## src/hdl/dps_consts.svh

```systemverilog
// Offsets, field positions, reset values and timing counts of the debug port register bank.
`ifndef DPS_CONSTS_SVH
`define DPS_CONSTS_SVH
`define DPS_OFS_REVISION      4'h0
`define DPS_OFS_ERRSIG        4'h1
`define DPS_OFS_CTRL_A        4'h2
`define DPS_OFS_CTRL_B        4'h3
`define DPS_OFS_KEY_STATUS    4'h7
`define DPS_OFS_RESET_REQ     4'h8
`define DPS_OFS_CLK_SEL       4'h9
`define DPS_OFS_SYS_CTRL      4'ha
`define DPS_OFS_SYS_STATUS    4'hb
`define DPS_OFS_CRC_STATUS    4'hc
`define DPS_PHY_LAST_OFS      4'h3
`define DPS_BIT_BYTE_GAP      7
`define DPS_BIT_PARITY_IGNORE 5
`define DPS_BIT_TIMEOUT_OFF   4
`define DPS_BIT_REPLY_MUTE    3
`define DPS_CTRL_A_MASK       8'hbf
`define DPS_CTRL_B_MASK       8'h1c
`define DPS_CTRL_A_RESET      8'h00
`define DPS_CTRL_B_RESET      8'h00
`define DPS_CLK_SEL_RESET     2'h3
`define DPS_SYS_CTRL_RESET    2'h1
`define DPS_RESET_SIGNATURE   8'h59
`define DPS_ERR_NONE          3'h0
`define DPS_ERR_PARITY        3'h1
`define DPS_ERR_FRAME         3'h2
`define DPS_ERR_TIMEOUT       3'h3
`define DPS_ERR_CLOCK         3'h4
`define DPS_ERR_CONTENTION    3'h7
`define DPS_GUARD_OFF         3'h7
`define DPS_GUARD_MAX_CYCLES  128
`define DPS_TIMEOUT_CYCLES    65536
`define DPS_GAP_CHARS         2
`endif

```

## src/hdl/dps_pkg.sv

```systemverilog
// Types shared by the debug port register bank.
package dps_pkg;
  typedef struct packed {
    logic       wr;
    logic       rd;
    logic [3:0] addr;
    logic [7:0] wdata;
  } dps_access_type;

  typedef struct packed {
    logic parity_err;
    logic frame_err;
    logic start_err;
    logic contention;
  } dps_line_err_type;

  typedef enum logic [1:0] {
    DPS_TX_IDLE  = 2'b00,
    DPS_TX_GUARD = 2'b01,
    DPS_TX_SEND  = 2'b11,
    DPS_TX_GAP   = 2'b10
  } dps_tx_state_type;
endpackage : dps_pkg

```

## src/hdl/dps_tx_pacer.sv

```systemverilog
// Transmit pacing: turnaround guard before a reply burst and byte gap between bytes.
`timescale 1ns/1ns
`default_nettype none
`include "dps_consts.svh"
module dps_tx_pacer #(
  parameter int CHAR_CYCLES = 12
) (
  input  wire logic       sys_clk,     // Port clock.
  input  wire logic       rstn,        // Asynchronous reset, active low.
  input  wire logic [2:0] guard_sel,   // Turnaround gap select code.
  input  wire logic       gap_en,      // Byte gap enable.
  input  wire logic       byte_req,    // A reply byte is waiting.
  input  wire logic       byte_last,   // The waiting byte ends the burst.
  output logic            byte_go      // Send the waiting byte now.
);
  localparam int GAP_CYCLES = `DPS_GAP_CHARS * CHAR_CYCLES;

  dps_pkg::dps_tx_state_type state_r;
  logic [7:0]                cnt_r;

  function automatic logic [7:0] guard_len(input logic [2:0] sel);
    guard_len = 8'(`DPS_GUARD_MAX_CYCLES >> sel);
  endfunction : guard_len

  assign byte_go = (state_r == dps_pkg::DPS_TX_SEND) && byte_req;

  always_ff @(posedge sys_clk or negedge rstn) begin
    if (!rstn) begin
      state_r <= dps_pkg::DPS_TX_IDLE;
      cnt_r   <= 8'h00;
    end else begin
      unique case (state_r)
        dps_pkg::DPS_TX_IDLE: begin
          if (byte_req) begin
            if (guard_sel == `DPS_GUARD_OFF) begin
              state_r <= dps_pkg::DPS_TX_SEND;
            end else begin
              state_r <= dps_pkg::DPS_TX_GUARD;
              cnt_r   <= guard_len(guard_sel) - 8'h01;
            end
          end
        end
        dps_pkg::DPS_TX_GUARD: begin
          if (cnt_r == 8'h00) begin
            state_r <= dps_pkg::DPS_TX_SEND;
          end else begin
            cnt_r <= cnt_r - 8'h01;
          end
        end
        dps_pkg::DPS_TX_SEND: begin
          if (byte_req) begin
            if (byte_last) begin
              state_r <= dps_pkg::DPS_TX_IDLE;
            end else if (gap_en) begin
              state_r <= dps_pkg::DPS_TX_GAP;
              cnt_r   <= 8'(GAP_CYCLES - 1);
            end
          end
        end
        dps_pkg::DPS_TX_GAP: begin
          if (cnt_r == 8'h00) begin
            state_r <= dps_pkg::DPS_TX_SEND;
          end else begin
            cnt_r <= cnt_r - 8'h01;
          end
        end
      endcase
    end
  end
endmodule : dps_tx_pacer
`default_nettype wire

```

## src/hdl/dps_regbank.sv

```systemverilog
// Register bank of the single-wire debug port: status, control, reset request and error capture.
`timescale 1ns/1ns
`default_nettype none
`include "dps_consts.svh"
module dps_regbank #(
  parameter logic [3:0] REVISION       = 4'h3,                // Arbitrary value.
  parameter int         TIMEOUT_CYCLES = `DPS_TIMEOUT_CYCLES, // Bus-side response limit.
  parameter int         CHAR_CYCLES    = 12                   // Port clocks per character.
) (
  input  wire logic                     sys_clk,        // Port clock, 100 MHz.
  input  wire logic                     rstn,           // Asynchronous reset, active low.
  input  wire dps_pkg::dps_access_type  acc,            // Debugger register instruction.
  output logic [7:0]                    rdata,          // Read data, registered.
  input  wire dps_pkg::dps_line_err_type line_err,      // One-cycle line error pulses.
  input  wire logic                     bus_req,        // Bus-side request in flight start.
  input  wire logic                     bus_resp,       // Bus-side answered.
  input  wire logic                     sleep_pin,      // System in idle or deeper sleep.
  input  wire logic                     sys_in_reset,   // System domain held in reset.
  input  wire logic                     reply_req,      // Response signature waiting.
  input  wire logic                     byte_req,       // Reply data byte waiting.
  input  wire logic                     byte_last,      // Waiting byte ends the burst.
  output logic                          byte_go,        // Send the waiting byte.
  output logic                          reply_go,       // Send the response signature.
  output logic                          reply_drop,     // Drop the response signature.
  output logic                          timeout_err,    // Bus-side time-out pulse.
  output logic                          sys_clk_hold,   // Keep the system clock running.
  output logic                          sys_reset_req,  // Hold system in reset.
  output logic [1:0]                    port_clk_sel    // Port clock select.
);
  localparam int TW = $clog2(TIMEOUT_CYCLES + 1);

  logic [7:0]    ctrl_a_r;
  logic [7:0]    ctrl_b_r;
  logic [2:0]    errsig_r;
  logic          rst_req_r;
  logic [1:0]    clk_sel_r;
  logic [1:0]    sys_ctrl_r;
  logic          sleep_s1_r;
  logic          sleep_s2_r;
  logic          rstin_s1_r;
  logic          rstin_s2_r;
  logic          wait_r;
  logic [TW-1:0] to_cnt_r;
  logic [2:0]    err_code;
  logic          err_evt;
  logic          rd_errsig;
  logic [7:0]    rd_nxt;

  function automatic logic is_phy(input logic [3:0] a);
    is_phy = (a <= `DPS_PHY_LAST_OFS);
  endfunction : is_phy

  function automatic logic hit(input dps_pkg::dps_access_type x, input logic [3:0] a);
    hit = x.addr == a;
  endfunction : hit

  // Sleep and reset inputs come from the system domain.
  always_ff @(posedge sys_clk or negedge rstn) begin
    if (!rstn) begin
      sleep_s1_r <= 1'b0;
      sleep_s2_r <= 1'b0;
      rstin_s1_r <= 1'b0;
      rstin_s2_r <= 1'b0;
    end else begin
      sleep_s1_r <= sleep_pin;
      sleep_s2_r <= sleep_s1_r;
      rstin_s1_r <= sys_in_reset;
      rstin_s2_r <= rstin_s1_r;
    end
  end

  // Physical-layer control registers.
  always_ff @(posedge sys_clk or negedge rstn) begin
    if (!rstn) begin
      ctrl_a_r <= `DPS_CTRL_A_RESET;
      ctrl_b_r <= `DPS_CTRL_B_RESET;
    end else if (acc.wr && is_phy(acc.addr)) begin
      if (hit(acc, `DPS_OFS_CTRL_A)) begin
        ctrl_a_r <= acc.wdata & `DPS_CTRL_A_MASK;
      end
      if (hit(acc, `DPS_OFS_CTRL_B)) begin
        ctrl_b_r <= acc.wdata & `DPS_CTRL_B_MASK;
      end
    end
  end

  // Bus-side registers: reset request, clock select, system control.
  always_ff @(posedge sys_clk or negedge rstn) begin
    if (!rstn) begin
      rst_req_r  <= 1'b0;
      clk_sel_r  <= `DPS_CLK_SEL_RESET;
      sys_ctrl_r <= `DPS_SYS_CTRL_RESET;
    end else if (acc.wr && !is_phy(acc.addr)) begin
      if (hit(acc, `DPS_OFS_RESET_REQ)) begin
        rst_req_r <= (acc.wdata == `DPS_RESET_SIGNATURE);
      end
      if (hit(acc, `DPS_OFS_CLK_SEL)) begin
        clk_sel_r <= acc.wdata[1:0];
      end
      if (hit(acc, `DPS_OFS_SYS_CTRL)) begin
        sys_ctrl_r <= acc.wdata[1:0];
      end
    end
  end

  assign sys_clk_hold  = sys_ctrl_r[0];
  assign sys_reset_req = rst_req_r;
  assign port_clk_sel  = clk_sel_r;

  // Bus-side response watchdog.
  always_ff @(posedge sys_clk or negedge rstn) begin
    if (!rstn) begin
      wait_r   <= 1'b0;
      to_cnt_r <= '0;
    end else if (bus_resp || timeout_err) begin
      wait_r   <= 1'b0;
      to_cnt_r <= '0;
    end else if (bus_req) begin
      wait_r   <= 1'b1;
      to_cnt_r <= '0;
    end else if (wait_r) begin
      to_cnt_r <= to_cnt_r + TW'(1);
    end
  end

  assign timeout_err = wait_r && !bus_resp && !ctrl_a_r[`DPS_BIT_TIMEOUT_OFF]
                       && (to_cnt_r == TW'(TIMEOUT_CYCLES - 1));

  // Error priority: contention, clock recovery, frame, parity, time-out.
  always_comb begin
    err_evt  = 1'b1;
    err_code = `DPS_ERR_NONE;
    if (line_err.contention) begin
      err_code = `DPS_ERR_CONTENTION;
    end else if (line_err.start_err) begin
      err_code = `DPS_ERR_CLOCK;
    end else if (line_err.frame_err) begin
      err_code = `DPS_ERR_FRAME;
    end else if (line_err.parity_err && !ctrl_a_r[`DPS_BIT_PARITY_IGNORE]) begin
      err_code = `DPS_ERR_PARITY;
    end else if (timeout_err) begin
      err_code = `DPS_ERR_TIMEOUT;
    end else begin
      err_evt = 1'b0;
    end
  end

  assign rd_errsig = acc.rd && hit(acc, `DPS_OFS_ERRSIG);

  // A new error wins over the clear of a read in the same cycle.
  always_ff @(posedge sys_clk or negedge rstn) begin
    if (!rstn) begin
      errsig_r <= `DPS_ERR_NONE;
    end else if (err_evt) begin
      errsig_r <= err_code;
    end else if (rd_errsig) begin
      errsig_r <= `DPS_ERR_NONE;
    end
  end

  // Read multiplexer; only the debugger access port reaches it.
  always_comb begin
    rd_nxt = 8'h00;
    unique case (acc.addr)
      `DPS_OFS_REVISION:   rd_nxt = {REVISION, 4'h0};
      `DPS_OFS_ERRSIG:     rd_nxt = {5'h00, errsig_r};
      `DPS_OFS_CTRL_A:     rd_nxt = ctrl_a_r;
      `DPS_OFS_CTRL_B:     rd_nxt = ctrl_b_r;
      `DPS_OFS_RESET_REQ:  rd_nxt = {7'h00, rst_req_r};
      `DPS_OFS_CLK_SEL:    rd_nxt = {6'h00, clk_sel_r};
      `DPS_OFS_SYS_CTRL:   rd_nxt = {6'h00, sys_ctrl_r};
      `DPS_OFS_SYS_STATUS: rd_nxt = {2'h0, rstin_s2_r | rst_req_r, sleep_s2_r, 4'h0};
      default:             rd_nxt = 8'h00;
    endcase
  end

  always_ff @(posedge sys_clk or negedge rstn) begin
    if (!rstn) begin
      rdata <= 8'h00;
    end else if (acc.rd) begin
      rdata <= rd_nxt;
    end
  end

  // Response signatures are passed or dropped.
  assign reply_go   = reply_req && !ctrl_a_r[`DPS_BIT_REPLY_MUTE];
  assign reply_drop = reply_req && ctrl_a_r[`DPS_BIT_REPLY_MUTE];

  dps_tx_pacer #(
    .CHAR_CYCLES(CHAR_CYCLES)
  ) dps_tx_pacer_inst (
    .sys_clk  (sys_clk),
    .rstn     (rstn),
    .guard_sel(ctrl_a_r[2:0]),
    .gap_en   (ctrl_a_r[`DPS_BIT_BYTE_GAP]),
    .byte_req (byte_req),
    .byte_last(byte_last),
    .byte_go  (byte_go)
  );
endmodule : dps_regbank
`default_nettype wire

```

## config.mk

```make
export PLATFORM = sky130hd
export DESIGN_NAME = dps_regbank
export DESIGN_NICKNAME = d
export VERILOG_FILES = /design/src/hdl/dps_pkg.sv /design/src/hdl/dps_tx_pacer.sv /design/src/hdl/dps_regbank.sv
export VERILOG_INCLUDE_DIRS = /design/src /design/src/hdl
export SDC_FILE = /design/constraint.sdc
export NUM_CORES = 1
export LEC_CHECK = 0
export BUFFER_PORTS_ARGS = -buffer_cell sky130_fd_sc_hd__buf_2
export CELL_PAD_IN_SITES_DETAIL_PLACEMENT = 0
export CELL_PAD_IN_SITES_GLOBAL_PLACEMENT = 2
export CORE_UTILIZATION = 30
export DETAILED_ROUTE_END_ITERATION = 8
export PLACE_DENSITY_LB_ADDON = 0.1
export SLEW_MARGIN = 10
export SYNTH_ARGS = -nofsm -noshare
export SYNTH_HDL_FRONTEND = slang
export SYNTH_HIERARCHICAL = 1
export SYNTH_SLANG_ARGS = --single-unit
export TNS_END_PERCENT = 10
```

## constraint.sdc

```tcl
create_clock -name sys_clk -period 2.54 [get_ports sys_clk]
set_input_delay 0.508 -clock sys_clk [delete_from_list [all_inputs] [get_ports sys_clk]]
set_output_delay 0.508 -clock sys_clk [all_outputs]
set_load 0.02 [all_outputs]
```

==> summary.md <==
| Metric | Value |
|---|---|
| Final min period | `2.474 ns` |
| Cell depth of the worst setup path | `7` |
| Synth Area per Inst | `9.974 um2` |
| Most used DFF post-synth | `dfrtp_1` |
| Post-synth ARST share | `100.0%` |
| Wire length on met2 | `3.529 mm` |
| R2R depth | `11` |
| CTS buffer count | `9` |
| Slowest cell delay on critical path | `0.39 ns` |
| Finished Layout Cells | `504` |
| Post-Route M1 WL | `~4 mm` |
| WL final | `7.893 mm` |
| Core Util, Final | `38.50%` |
| Initial Utilization | `31.40%` |
| Outcome | `finished clean` |
| Clock Skew | `between 0.01 and 0.015 ns` |
| WL per Instance | `15.66 um` |
| CORE AREA | `roughly 9900 um2` |
| Clock Pin Slew Worst Setup and Hold Paths | `around 0.070 ns` |
| Yosys warning count | `6` |
| # DRC | `0` |
| Area of the multi-input gates | `1600 um2` |
| Tot GR Track Use | `15.44%` |
| Die Ht | `103.8 um` |
| Area leader, netlist | `dfrtp_1` |
| Fin crit share | `a little over nine tenths` |
| Routed Antenna Nets | `0` |
| DRT Pass-1 Iters | `4` |
| Hold Fails Final Rpt | `0` |
| Vias | `2567` |
| GRT Residual Overflow | `0` |
| Initial antenna violation count | `0` |
| Crit end category | `primary output` |
| Critical path type | `flip-flop to primary output` |
| Diodes inserted | `0` |
| Most numerous cell in the Yosys netlist | `dfrtp_1` |
| RSZ-0062 raised after global routing | `true` |
| Register-to-register setup slack | `0.33 ns` |
| Total Power | `0.003364 W` |
| Register bit count reported by yosys | `57` |
| Port Buffers | `41` |
| Setup-failing EPs final | `0` |
| Met3 routed WL | `256 um` |
| CP Data Arrival Time | `1.97 ns` |
| CP delay by family, top | `simple AND/OR/NAND/NOR gates` |
| # rows | `36` |
| Register area | `around 1400 um2` |
| Width of the die | `roughly 100 um` |
| TritonCTS clock tree | `yes` |
| Crit path capture | `timeout_err` |
| I/O pin cnt | `43` |
| Setup TNS | `0 ns` |
| Synth top cells by count | `dfrtp_1, nand2_1, inv_1, mux2_2, o21ai_0` |
| Hold Crit Class | `input pin to async pin` |
| WHS | `0.1696 ns` |
| WP buf/inv | `1` |
| Max Slew Vio Count | `0` |
| Clock Latency Late Sink | `~0.34 ns` |
| Post-Syn Area | `3112 um2` |
| HPWL after DPL | `5.725 mm` |
| DIE AREA | `10780 um2` |
| Synth Instances | `312` |
| Relative slew slack | `60.50%` |
| Level count of the clock H-tree | `3` |
| Post-synth EDFFs | `0` |
| Root Driver | `clkbuf_8` |
| Area Overhead vs Synth | `22.60%` |
| Synth cell types | `62` |
| Max-cap violations | `0` |
| Vias in the first global route | `approximately 2500` |
| Gpl congestion | `roughly 0.76` |
| Top Layer Used | `met4` |
| Leak Pwr | `1.613 nW` |
| FMAX | `~400 MHz` |
| Largest net degree at the start of global routing | `36` |
| Worst setup startpoint | `to_cnt_r[1]` |
| Fillers | `1012` |
| Syn nets | `346` |
| Critical Path, Cell by Cell | `ha_4, nand2_2, or2_4, nor4_4, ha_2, nor4bb_4, buf_4` |
| Slowest cell on crit path | `dfrtp_1` |
| CTS sink cnt | `57` |
| Sequential fraction of the synthesis area | `45.96%` |
| VDD IR max | `0.3182 mV` |
| Worst-margin pin slew | `0.5926 ns` |
| Kind of start point of the critical path | `flip-flop` |
| Reg-to-reg startpoint | `to_cnt_r[1]` |
| Largest cells by area after synthesis | `dfrtp_1, mux2_2, o21ai_0, ha_1, a21oi_1` |
| # placed instances | `roughly 490` |
| Power density over the cells | `881.9 nW/um2` |
| Crit Path Max Fanout | `3` |
| Clock tree buffer depth | `2` |
| Initial DRC Count | `110` |
| Synth top area share | `43.43%` |
| Vias/cell | `5.093` |
| Reg2Reg Capture Point | `to_cnt_r[12]` |
| First-pass GRT wire length | `13.10 mm` |
| Final nets | `400` |
| Layout cells sized above 1 | `29.38%` |
| Worst Path Required | `approximately 2.0 ns` |
==> how the worst min path moves through the flow <==
stage / startpoint / cells after the start / to
floorplan: rstn / 0 / ctrl_a_r[0]
global placement: rstin_s1_r / 0 / rstin_s2_r
detailed placement: rstin_s1_r / 0 / rstin_s2_r
CTS: rstn / 1 / dps_tx_pacer_inst/state_r[0]
global route: rstn / 1 / dps_tx_pacer_inst/state_r[0]
finish: rstn / 1 / dps_tx_pacer_inst/state_r[1]
==> state kept, by name, indices dropped and copies added (netlist names) <==
name / flops
rstin_s1_r: 1
errsig_r: 3
rstin_s2_r: 1
to_cnt_r: 17
rdata: 7
dps_tx_pacer_inst/state_r: 2
sys_ctrl_r: 2
wait_r: 1
ctrl_a_r: 7
port_clk_sel: 2
sleep_s1_r: 1
sleep_s2_r: 1
sys_reset_req: 1
ctrl_b_r: 3
dps_tx_pacer_inst/cnt_r: 8
==> cell type report <==
| type | instances | area share, % |
|---|---|---|
| Inverter | 18 | 1.771 |
| Clock buffer | 10 | 3.345 |
| Clock inverter | 6 | 2.165 |
| Tap cell | 133 | 4.362 |
| Timing Repair Buffer | 57 | 8.921 |
| Multi-Input combinational cell | 223 | 41.95 |
| Sequential cell | 57 | 37.49 |
==> power by group <==
part / switching [W] / leakage [nW] / internal (W)
registers: 0.000150 / 0.720 / 0.00106
clock network: 0.000377 / 0.106 / 0.000547
logic: 0.000690 / 0.786 / 0.000543
==> cells in the final DEF, fill, tap and decap left out, types with 2 or more instances in the layout <==
master / instances
o21ai_0: 18
dfstp_2: 3
buf_4: 16
nor4b_1: 2
nor3_1: 9
nor2b_1: 7
a221oi_1: 4
a31oi_1: 4
nand4_1: 12
clkbuf_8: 9
or3_1: 5
and2_1: 2
nor3b_1: 2
mux2i_1: 2
dfrtp_1: 54
nand3_1: 10
nor4_1: 5
mux2_2: 18
o22ai_1: 2
o31ai_1: 5
nand2_1: 19
ha_1: 5
nor2_1: 16
nor4bb_1: 3
a21oi_1: 16
or3b_2: 2
xnor2_1: 8
xor2_1: 3
bufinv_16: 2
inv_1: 18
nand3b_1: 5
nand2b_1: 4
buf_2: 40
nor4_4: 2
clkinv_2: 3
==> per-stage QoR <==
stage               setup WS [ns]  instance area (um2)
finish                    0.06579                 3815
global route             -0.05814                 3815
CTS                       0.01288                 3796
detailed placement        0.08229                 3552
global placement           0.1299                 3552
floorplan                 0.05281                 3127
==> metal layers <==
metal | track usage, % | vias to the layer above
met5 | 0 | -
met4 | 6.429 | 0
met3 | 3.084 | 10
met2 | 23.48 | 39
met1 | 21.31 | 1258
li1 | - | 1260
==> kinds of logic (layout without fill, tap and decap cells) <==
| kind of cell | count (synthesis) | in the layout | synth area share (%) |
|---|---|---|---|
| mux | 21 | 21 | 7.639 |
| simple gates | 115 | 115 | 21.87 |
| fa+ha+maj | 7 | 7 | 2.815 |
| flops | 57 | 57 | 45.96 |
| xor+xnor | 11 | 11 | 3.096 |
| compound gates | 68 | 68 | 14.28 |
| buf+inv | 32 | 91 | 4.221 |
| other cells | 1 | 1 | 0.1205 |
==> repair_timing <==
item                                    CTS  global route
hold buffers                              0             0
endpoints found under the setup margin    1             1
buffers inserted                          1             1
pin swaps                                 3             0
resized for setup                         6             2
Power figures use the tool's default switching activity.
